===== config.mk =====
export PLATFORM = sky130hd
export DESIGN_NAME = gpp_port
export DESIGN_NICKNAME = d
export VERILOG_FILES = /design/src/gpp_port.v
export VERILOG_INCLUDE_DIRS = /design/src /design/src/pkg
export SDC_FILE = /design/constraint.sdc
export NUM_CORES = 1
export LEC_CHECK = 0
export ABC_AREA = 1
export BUFFER_PORTS_ARGS = -buffer_cell sky130_fd_sc_hd__buf_2
export CORE_MARGIN = 5
export CORE_UTILIZATION = 48
export DETAILED_ROUTE_END_ITERATION = 16
export PLACE_DENSITY = 0.85
export SLEW_MARGIN = 20
export SYNTH_ARGS = -nofsm -noshare
export SYNTH_HDL_FRONTEND = slang
export SYNTH_SLANG_ARGS = --single-unit

===== constraint.sdc =====
create_clock -name pclk -period 2.6 [get_ports pclk]
set_clock_uncertainty 0.15 [all_clocks]
set_input_delay 0.39 -clock pclk [delete_from_list [all_inputs] [get_ports pclk]]
set_output_delay 0.39 -clock pclk [all_outputs]
set_load 0.01 [all_outputs]

===== src/pkg/gpp_defs.vh =====
// Register map and constants for the four-bit general-purpose port
`ifndef GPP_DEFS_VH
`define GPP_DEFS_VH

// Port width
`define GPP_NBITS          4

// APB address width (byte addresses)
`define GPP_AW             16

// Register indices as printed; the byte address is four times the index
`define GPP_IDX_LATCH      16'h0001
`define GPP_IDX_PIN_IN     16'h000e
`define GPP_IDX_DIR        16'h0f1b
`define GPP_IDX_PULLUP     16'h0f28
`define GPP_IDX_FUNC       16'h0f40

// Reset values
`define GPP_RST_LATCH      4'h0
`define GPP_RST_DIR        4'h0
`define GPP_RST_PULLUP     4'h0
`define GPP_RST_FUNC       1'b1

// Field positions
`define GPP_FUNC_RSTPIN    0
`define GPP_BIT_RESET      0
`define GPP_BIT_IRQ_C      1
`define GPP_BIT_IRQ_A      2
`define GPP_BIT_IRQ_B      3

// Direction encoding
`define GPP_DIR_IN         1'b0
`define GPP_DIR_OUT        1'b1

`endif


===== src/gpp_port.v =====
// Four-bit I/O port with pull-ups, secondary inputs and an APB register slave
// Registers sit at word indices; the byte address is four times the index.
// The pin-input view is read only; a write to it is refused with pslverr.
//
// The APB interface to the registers is this design's own decision.
`timescale 1ns/10ps
`default_nettype none
`include "gpp_defs.vh"

module gpp_port (
  // Clock and reset
  input  wire                    pclk,
  input  wire                    presetn,

  // APB slave
  input  wire                    psel,
  input  wire                    penable,
  input  wire                    pwrite,
  input  wire [`GPP_AW-1:0]      paddr,
  input  wire [31:0]             pwdata,
  input  wire [3:0]              pstrb,
  output reg                     pready,
  output reg  [31:0]             prdata,
  output reg                     pslverr,

  // Port pins
  input  wire [`GPP_NBITS-1:0]   port_pin_in,
  output reg  [`GPP_NBITS-1:0]   port_pin_out,
  output reg  [`GPP_NBITS-1:0]   port_pin_oe,
  output reg  [`GPP_NBITS-1:0]   port_pullup_on,

  // Secondary inputs toward the rest of the chip
  output reg                     ext_irq_b,
  output reg                     ext_irq_a,
  output reg                     ext_irq_c,
  output reg                     ext_reset_n
);

  // Software-visible state
  reg [`GPP_NBITS-1:0] port_one_output_latch;
  reg [`GPP_NBITS-1:0] port_one_direction;
  reg [`GPP_NBITS-1:0] port_one_pullup_enable;
  reg                  reset_pin_mode;

  // Pin synchroniser
  reg [`GPP_NBITS-1:0] pin_meta;
  reg [`GPP_NBITS-1:0] pin_sync;

  // Register selects
  localparam SEL_NONE   = 5'b00000;
  localparam SEL_LATCH  = 5'b00001;
  localparam SEL_PIN_IN = 5'b00010;
  localparam SEL_DIR    = 5'b00100;
  localparam SEL_PULLUP = 5'b01000;
  localparam SEL_FUNC   = 5'b10000;

  // Decoded once, used for both read and write
  function [4:0] reg_select;
    input [`GPP_AW-1:0] addr;
    begin
      if (addr[1:0] != 2'b00) begin
        reg_select = SEL_NONE;
      end else begin
        case ({2'b00, addr[`GPP_AW-1:2]})
          `GPP_IDX_LATCH: begin
            reg_select = SEL_LATCH;
          end
          `GPP_IDX_PIN_IN: begin
            reg_select = SEL_PIN_IN;
          end
          `GPP_IDX_DIR: begin
            reg_select = SEL_DIR;
          end
          `GPP_IDX_PULLUP: begin
            reg_select = SEL_PULLUP;
          end
          `GPP_IDX_FUNC: begin
            reg_select = SEL_FUNC;
          end
          default: begin
            reg_select = SEL_NONE;
          end
        endcase
      end
    end
  endfunction

  wire [4:0]            sel      = reg_select(paddr);
  wire                  access   = psel & penable;
  // One wait state keeps read data and pready registered
  // Only byte lane 0 carries register bits, so pstrb[0] alone gates a write
  wire                  do_write = access & pready & pwrite & pstrb[0];
  wire [`GPP_NBITS-1:0] in_mode  = ~port_one_direction;

  // Bit 0 is never driven as an output while it serves as the reset input
  wire [`GPP_NBITS-1:0] port_mask = {{(`GPP_NBITS-1){1'b1}}, ~reset_pin_mode};

  // Pin-input view: live level for inputs, zero for outputs
  wire [`GPP_NBITS-1:0] pin_view = pin_sync & in_mode;

  // Refused transfers: unmapped or misaligned address, or a write to the pin view
  wire addr_unmapped = (sel == SEL_NONE);
  wire write_to_ro   = pwrite & (sel == SEL_PIN_IN);

  reg [31:0] next_prdata;
  reg        next_pslverr;

  // Unused upper bits read as zero
  always @* begin
    next_prdata  = 32'h0000_0000;
    next_pslverr = addr_unmapped | write_to_ro;
    case (sel)
      SEL_LATCH: begin
        next_prdata[`GPP_NBITS-1:0] = port_one_output_latch;
      end
      SEL_PIN_IN: begin
        next_prdata[`GPP_NBITS-1:0] = pin_view;
      end
      SEL_DIR: begin
        next_prdata[`GPP_NBITS-1:0] = port_one_direction;
      end
      SEL_PULLUP: begin
        next_prdata[`GPP_NBITS-1:0] = port_one_pullup_enable;
      end
      SEL_FUNC: begin
        next_prdata[`GPP_FUNC_RSTPIN] = reset_pin_mode;
      end
      default: begin
        next_prdata = 32'h0000_0000;
      end
    endcase
  end

  // Bus answer sequencer: idle until an access, then one answer cycle
  localparam ST_IDLE   = 2'b01;
  localparam ST_ANSWER = 2'b10;

  reg [1:0] state;
  reg [1:0] next_state;

  always @* begin
    case (state)
      ST_IDLE: begin
        next_state = access ? ST_ANSWER : ST_IDLE;
      end
      ST_ANSWER: begin
        // The master drops penable after the answer, so one cycle is enough
        next_state = ST_IDLE;
      end
      default: begin
        next_state = ST_IDLE;
      end
    endcase
  end

  wire answer_now = (next_state == ST_ANSWER);

  always @(posedge pclk or negedge presetn) begin
    if (!presetn) begin
      state <= ST_IDLE;
    end else begin
      state <= next_state;
    end
  end

  // APB handshake: pready rises in the second access cycle and stands one cycle
  always @(posedge pclk or negedge presetn) begin
    if (!presetn) begin
      pready  <= 1'b0;
      prdata  <= 32'h0000_0000;
      pslverr <= 1'b0;
    end else begin
      pready <= answer_now;
      if (answer_now) begin
        prdata  <= pwrite ? 32'h0000_0000 : next_prdata;
        pslverr <= next_pslverr;
      end else begin
        prdata  <= 32'h0000_0000;
        pslverr <= 1'b0;
      end
    end
  end

  // One write strobe per writable register, all from the same accepted transfer
  wire wr_latch  = do_write & (sel == SEL_LATCH);
  wire wr_dir    = do_write & (sel == SEL_DIR);
  wire wr_pullup = do_write & (sel == SEL_PULLUP);
  wire wr_func   = do_write & (sel == SEL_FUNC);

  // Register writes take effect at the edge where pready is sampled high
  always @(posedge pclk or negedge presetn) begin
    if (!presetn) begin
      port_one_output_latch <= `GPP_RST_LATCH;
    end else if (wr_latch) begin
      port_one_output_latch <= pwdata[`GPP_NBITS-1:0];
    end
  end

  always @(posedge pclk or negedge presetn) begin
    if (!presetn) begin
      port_one_direction <= `GPP_RST_DIR;
    end else if (wr_dir) begin
      port_one_direction <= pwdata[`GPP_NBITS-1:0];
    end
  end

  always @(posedge pclk or negedge presetn) begin
    if (!presetn) begin
      port_one_pullup_enable <= `GPP_RST_PULLUP;
    end else if (wr_pullup) begin
      port_one_pullup_enable <= pwdata[`GPP_NBITS-1:0];
    end
  end

  // Writing 0 frees bit 0 as a port pin; writing 1 restores the reset input
  always @(posedge pclk or negedge presetn) begin
    if (!presetn) begin
      reset_pin_mode <= `GPP_RST_FUNC;
    end else if (wr_func) begin
      reset_pin_mode <= pwdata[`GPP_FUNC_RSTPIN];
    end
  end

  // Two flip-flops before any logic looks at the pins
  // The first stage may go metastable, so only the second is ever read
  always @(posedge pclk or negedge presetn) begin
    if (!presetn) begin
      pin_meta <= {`GPP_NBITS{1'b0}};
      pin_sync <= {`GPP_NBITS{1'b0}};
    end else begin
      pin_meta <= port_pin_in;
      pin_sync <= pin_meta;
    end
  end

  // Per-bit drive enable and pull-up connection
  wire [`GPP_NBITS-1:0] next_pin_oe;
  wire [`GPP_NBITS-1:0] next_pullup_on;

  genvar gi;
  generate
    for (gi = 0; gi < `GPP_NBITS; gi = gi + 1) begin : g_bit
      assign next_pin_oe[gi]    = port_one_direction[gi] & port_mask[gi];
      // A pull-up fighting a driven pin would only waste current
      assign next_pullup_on[gi] = port_one_pullup_enable[gi] & in_mode[gi];
    end
  endgenerate

  // Pin drive and pull-ups, registered so outputs come from flip-flops
  always @(posedge pclk or negedge presetn) begin
    if (!presetn) begin
      port_pin_out   <= {`GPP_NBITS{1'b0}};
      port_pin_oe    <= {`GPP_NBITS{1'b0}};
      port_pullup_on <= {`GPP_NBITS{1'b0}};
    end else begin
      port_pin_out   <= port_one_output_latch;
      port_pin_oe    <= next_pin_oe;
      port_pullup_on <= next_pullup_on;
    end
  end

  // Secondary-input levels; an output bit feeds nothing to the interrupt side
  reg next_irq_b;
  reg next_irq_a;
  reg next_irq_c;
  reg next_reset_n;

  always @* begin
    next_irq_b   = pin_view[`GPP_BIT_IRQ_B];
    next_irq_a   = pin_view[`GPP_BIT_IRQ_A];
    next_irq_c   = pin_view[`GPP_BIT_IRQ_C];
    // Synchronised bit-0 level, held high once bit 0 is freed; the reset controller decides what a low level means
    next_reset_n = ~reset_pin_mode | pin_sync[`GPP_BIT_RESET];
  end

  // Interrupt levels idle low after reset, the reset request idles high
  always @(posedge pclk or negedge presetn) begin
    if (!presetn) begin
      ext_irq_b   <= 1'b0;
      ext_irq_a   <= 1'b0;
      ext_irq_c   <= 1'b0;
      ext_reset_n <= 1'b1;
    end else begin
      ext_irq_b   <= next_irq_b;
      ext_irq_a   <= next_irq_a;
      ext_irq_c   <= next_irq_c;
      ext_reset_n <= next_reset_n;
    end
  end

endmodule

`default_nettype wire

==> out/qor.txt, run 1 <==
Outcome -> completed
Number of global-route vias before repair -> 1,413
Worst slew pin tran -> 920 ps
HP Start -> port_pin_in[3]
Yosys reg bits -> 44
Slowest-stage cell, CP -> dfstp_2
Setup TNS -> 0 ps
Slew Viols, Final -> 0
Initial Util -> 0.504
Root buf cell -> clkbuf_8
Worst-path fanout max -> 1
Multi-input gate area -> 733 um2
H-tree depth -> 2
Area added between synthesis and finish -> 14.5%
Die Footprint -> 5700 um2
Worst Setup SP -> ext_reset_n$_DFF_PN1_
Critical Path Max Stage Delay -> 520 ps
Netlist cell types -> 19
Fin. Hold Viols -> 0
Routed len/inst -> 11.2 um
Commonest non-fill, non-tap cell in the layout -> buf_2
Die W -> 75.5 um
Family with the most delay on the worst path -> flip-flops
P per Cell Area -> 519 nW/um2
Synth Instances -> 233
Final GP Congestion -> 0.838
Drt pass-1 iters -> 4
Commonest non-fill, non-tap cells in the layout -> buf_2 (51), nand2_1 (49), dfrtp_1 (41)
Antenna Diode Count -> 0
Final min period -> 1470 ps
Crit-path cells -> buf_2
RSZ-0062 raised after global routing -> no
Sink Count -> 44
Share of cells above drive strength 1 -> 0.282
Syn Std Cell Area -> 2060 um2
FILL cells -> 382
Post-synthesis sequential area ratio -> 0.536
First-pass GRT wire length -> 5970 um
Max Cap Viol -> 0
Vias post-DR -> 1,523
HP Class -> primary input to register
Initial DRC count -> 88
Largest net degree at the start of global routing -> 45
I/O pins -> 111
CTS Hold Bufs -> 0
Crit. End Element -> output pin
CP bufs+invs -> 1
Final nets -> 351
PortBufs -> 51
Final Cycle Share -> 0.565
Post-Syn Area per Cell -> 8.84 um2
CP Class -> register to output pin
Clock buffer depth -> 2
Crit start category -> register
CTS Buf Count -> 5
Worst-path clk slew -> 70 ps
Syn. warnings -> 0
Fin Hold WS -> 49.2 ps
F_max -> 0.680 GHz
HPWL Detailed -> 3010 um
Worst vdd ir -> 0.000249 V
Aggregate global routing overflow -> 0
Core Rows -> 23
Worst path required time -> 2060 ps
Die Y -> 75.5 um
Final setup fails -> 0
Setup bufs post-CTS -> 0
Clock latency on the worst-skew pair -> 290 ps
FF/Latch Area -> 1100 um2
# DRC -> 0
Floorplan Core Area -> 4090 um2
CTS tree -> built
Post_cts resized -> 0
Normalized max-slew margin -> 0.387
Critical path arrival -> 930 ps
Antenna violations before repair -> 0
Reg2Reg Launch Point -> state[0]$_DFF_PN1_
Final ANT Viol Nets -> 0
Leak -> 1.33 nW
Final WL -> 3820 um
Gr usage total -> 0.141
Via density -> 4.47
power breakdown:
part           internal (mW)  leakage (nW)  switching (mW)
registers              0.697         0.578         0.00314
logic                 0.0285         0.703          0.0692
clock network          0.217        0.0455           0.209
total                  0.942          1.33           0.281
per-layer routing:
layer | GRT usage | up-vias | part of all wire
met2 | 0.236 | 59 | 0.50
met1 | 0.163 | 693 | 0.40
met4 | 0.0544 | 0 | 0.0050
met5 | 0 | - | 0
li1 | - | 766 | -
met3 | 0.0554 | 5 | 0.092
stage by stage:
| stage | std cells | setup slack, ps | power (mW) | util | instance area, um2 |
|---|---|---|---|---|---|
| after floorplan | 260 | 1230 | 0.793 | - | 2160 |
| final | 341 | 1130 | 1.22 | 0.577 | 2360 |
| after global routing | 341 | 1100 | 1.28 | 0.577 | 2360 |
| after detailed placement | 333 | 970 | 0.812 | 0.555 | 2270 |
| after CTS | 341 | 1110 | 1.24 | 0.577 | 2360 |
| after global placement | 333 | 990 | 0.808 | 0.555 | 2270 |
Yosys cell counts:
cell | instances | area [um2]
nor2_1 | 33 | 124
inv_2 | 3 | 11.3
nor2_2 | 4 | 25.0
nor2_8 | 1 | 20.0
nand3_4 | 1 | 17.5
nand3_1 | 12 | 60.1
dfrtp_1 | 41 | 1030
o21ai_1 | 12 | 60.1
nor3_2 | 1 | 10.0
nor2_4 | 4 | 45.0
a21oi_1 | 1 | 5.00
buf_4 | 28 | 210
nand3_2 | 2 | 20.0
nand2_2 | 6 | 37.5
inv_1 | 27 | 101
conb_1 | 1 | 3.75
dfstp_2 | 3 | 78.8
nand2_1 | 49 | 184
o21ai_0 | 4 | 20.0
final cells by class:
class,count,share of cell area
flip-flops and latches,44,0.468
multi-input cells,158,0.311
repair buffers,51,0.108
inverters,30,0.0477
well taps,50,0.0265
clock buffers,8,0.0382
worst paths after layout:
check,cells after the start,end,slack (ps)
min,1,pin_meta[3]$_DFF_PN0_,50
min reg2reg,0,pin_sync[1]$_DFF_PN0_,200
max in group asynchronous,1,pin_meta[2]$_DFF_PN0_,1650
max,1,ext_reset_n,1130
max reg2reg,6,prdata[1]$_DFF_PN0_,1220
min in group asynchronous,1,pslverr$_DFF_PN0_,80
logic make-up after synthesis:
logic type	after synthesis	synth area share
buffers and inverters	58	0.157
AO/OA/AOI/OAI	17	0.0413
other	1	0.00182
AND/OR/NAND/NOR	113	0.264
flip-flops	44	0.536
(Power assumes the default switching activity.)
==> run 2, diff against run 1 <==
CORE_UTILIZATION = 40   (was 48)
PLACE_DENSITY = 0.76   (was 0.85)
clock period = 1.3 ns   (was 2.6 ns; I/O delays follow)
==> run 2 against run 1 <==
The flow now finishes with violations (negative setup slack). Critical path depth is 5 higher. Non-clock buffer count is 11 higher. Clock-buffer cell count is 3 lower. Routed wire length is 5.0% higher. Critical endpoint is now prdata[2]$_DFF_PN0_.
==> out/qor.txt, run 2 (synthesis gave the netlist of run 1 again) <==
Slew Viols, Final -> 0 (unchanged)
Clock latency on the worst-skew pair -> 290 ps (about the same)
Gr usage total -> 0.124 (-0.0169)
Setup ws final -> -30.9 ps (-1160 ps)
Worst path required time -> 1380 ps (-680 ps)
Number of global-route vias before repair -> 1,407 (-0.42%)
Die W -> 81.8 um (+8.3%)
Share of cells above drive strength 1 -> 0.315 (+0.0328)
Sink Count -> 44 (unchanged)
# DRC -> 0 (unchanged)
Fin. Hold Viols -> 0 (unchanged)
Worst r2r path cells -> 6 (unchanged)
Worst-path fanout max -> 3 (+2)
Crit start category -> register
FILL cells -> 446 (+17%)
Leak -> 1.41 nW (+6.0%)
HPWL Detailed -> 3050 um (+1.0%)
Antenna Diode Count -> 0 (unchanged)
Die Footprint -> 6680 um2 (+17%)
Reg2Reg Launch Point -> state[0]$_DFF_PN1_
H-tree depth -> 2 (unchanged)
Drt pass-1 iters -> 4 (unchanged)
Crit. End Element -> register
CTS Buf Count -> 5 (unchanged)
Routed len/inst -> 10.8 um (-3.8%)
Final WL -> 4010 um (+5.0%)
Commonest non-fill, non-tap cells in the layout -> buf_2 (50), nand2_1 (49), dfrtp_1 (41)
Final ANT Viol Nets -> 0 (unchanged)
Critical path arrival -> 1410 ps (+480 ps)
Dpl ws -> -107 ps (-1080 ps)
Setup TNS -> -75.6 ps (-75.6 ps)
Fin Hold WS -> 36.9 ps (-12.4 ps)
Dpl cells -> 358 (+7.5%)
Setup bufs post-CTS -> 0 (unchanged)
Antenna violations before repair -> 0 (unchanged)
Area added between synthesis and finish -> 23.8%
Worst-path clk slew -> 80 ps (about the same)
Non-Filler Instances -> 372 (+9.1%)
Final min period -> 1330 ps
Vias post-DR -> 1,559 (+2.4%)
Worst hold endpoint -> port_one_output_latch[3]$_DFFE_PN0P_
RSZ-0062 raised after global routing -> yes
Clock buffer depth -> 2 (unchanged)
Critical Path Max Stage Delay -> 530 ps (about the same)
CP Class -> register to register
Die Y -> 81.8 um (+8.3%)
R2R setup slack -> -30 ps (-1250 ps)
HP Start -> pwdata[3]
Final nets -> 362 (+3.1%)
Worst reg2reg endpoint -> prdata[2]$_DFF_PN0_
HP Class -> primary input to register
Final Cycle Share -> 1.02
Outcome -> finished with violations
Final GP Congestion -> 0.794 (-5.2%)
P per Cell Area -> 1040 nW/um2 (+100%)
Initial Util -> 0.408 (-0.0955)
First-pass GRT wire length -> 6210 um (+4.1%)
Slowest-stage cell, CP -> dfstp_2
Total power -> 2.66 mW (+120%)
F_max -> 0.751 GHz
PortBufs -> 51 (unchanged)
Core Rows -> 26 (+13%)
Max Cap Viol -> 0 (unchanged)
Crit-path cells -> inv_2 -> nor3_2 -> inv_1 -> nor2_2 -> o21ai_2 -> nor2_1
CTS tree -> built
Hold depth -> 3 (+2)
Initial DRC count -> 102 (+16%)
Final setup fails -> 3 (+3)
Failing checks -> negative setup slack
Largest net degree at the start of global routing -> 34 (-24%)
Aggregate global routing overflow -> 0 (unchanged)
Via density -> 4.19 (-6.2%)
Commonest non-fill, non-tap cell in the layout -> buf_2
I/O pins -> 111 (unchanged)
Worst vdd ir -> 0.000464 V (+86%)
Floorplan Core Area -> 5040 um2 (+23%)
Root buf cell -> clkbuf_8
[run 2: metrics by stage]
stage               utilization  cell area, um2
floorplan                     -            2160
global placement          0.465            2340
detailed placement        0.465            2340
CTS                       0.502            2530
global route              0.506            2550
finish                    0.506            2550
[run 2: final cells by class]
class,count,area [um2],area share
timing repair buffer,62,372,0.146
multi-input combinational,158,758,0.297
tap,70,87.6,0.0343
clock buffer,5,68.8,0.0270
inverter,30,113,0.0442
sequential,44,1100,0.433
clock inverter,3,46.3,0.0182
[run 2: what timing repair did]
item                       in CTS  in global routing
pin swaps                       0                  3
resized for setup               5                  4
hold buffers                    6                  0
hold endpoints to repair       49                  0
setup endpoints to repair       4                  9
[run 2: worst max-delay path by stage]
stage                             startpoint                                   end  slack [ps]  cells after the start
after CTS                 state[0]$_DFF_PN1_                   prdata[1]$_DFF_PN0_         -20                      6
after global placement              paddr[1]  port_one_output_latch[2]$_DFFE_PN0P_        -100                      9
final                     state[0]$_DFF_PN1_                   prdata[2]$_DFF_PN0_         -30                      6
after detailed placement            paddr[5]                   prdata[0]$_DFF_PN0_        -110                      9
after floorplan           state[0]$_DFF_PN1_                   prdata[1]$_DFF_PN0_          40                      6
after global routing      state[0]$_DFF_PN1_                   prdata[3]$_DFF_PN0_        -110                      6
[run 2: per-layer routing]
| metal | track usage | vias to the layer above | wire length [um] |
|---|---|---|---|
| met1 | 0.140 | 710 | 1580 |
| met2 | 0.224 | 49 | 2090 |
| li1 | - | 793 | - |
| met4 | 0.0449 | 0 | 62 |
| met5 | 0 | - | 0 |
| met3 | 0.0329 | 7 | 283 |
[run 2: power breakdown]
part	switching, mW	total, mW	internal (mW)
registers	0.00722	1.40	1.39
logic	0.145	0.225	0.0801
clock network	0.458	1.04	0.578
total	0.610	2.66	2.05
[run 2: worst max-delay path, delay by kind of cell (launching register included)]
kind,cells,cell delay (ps)
simple gates,3,380
flops,1,530
buf+inv,2,120
compound gates,1,90
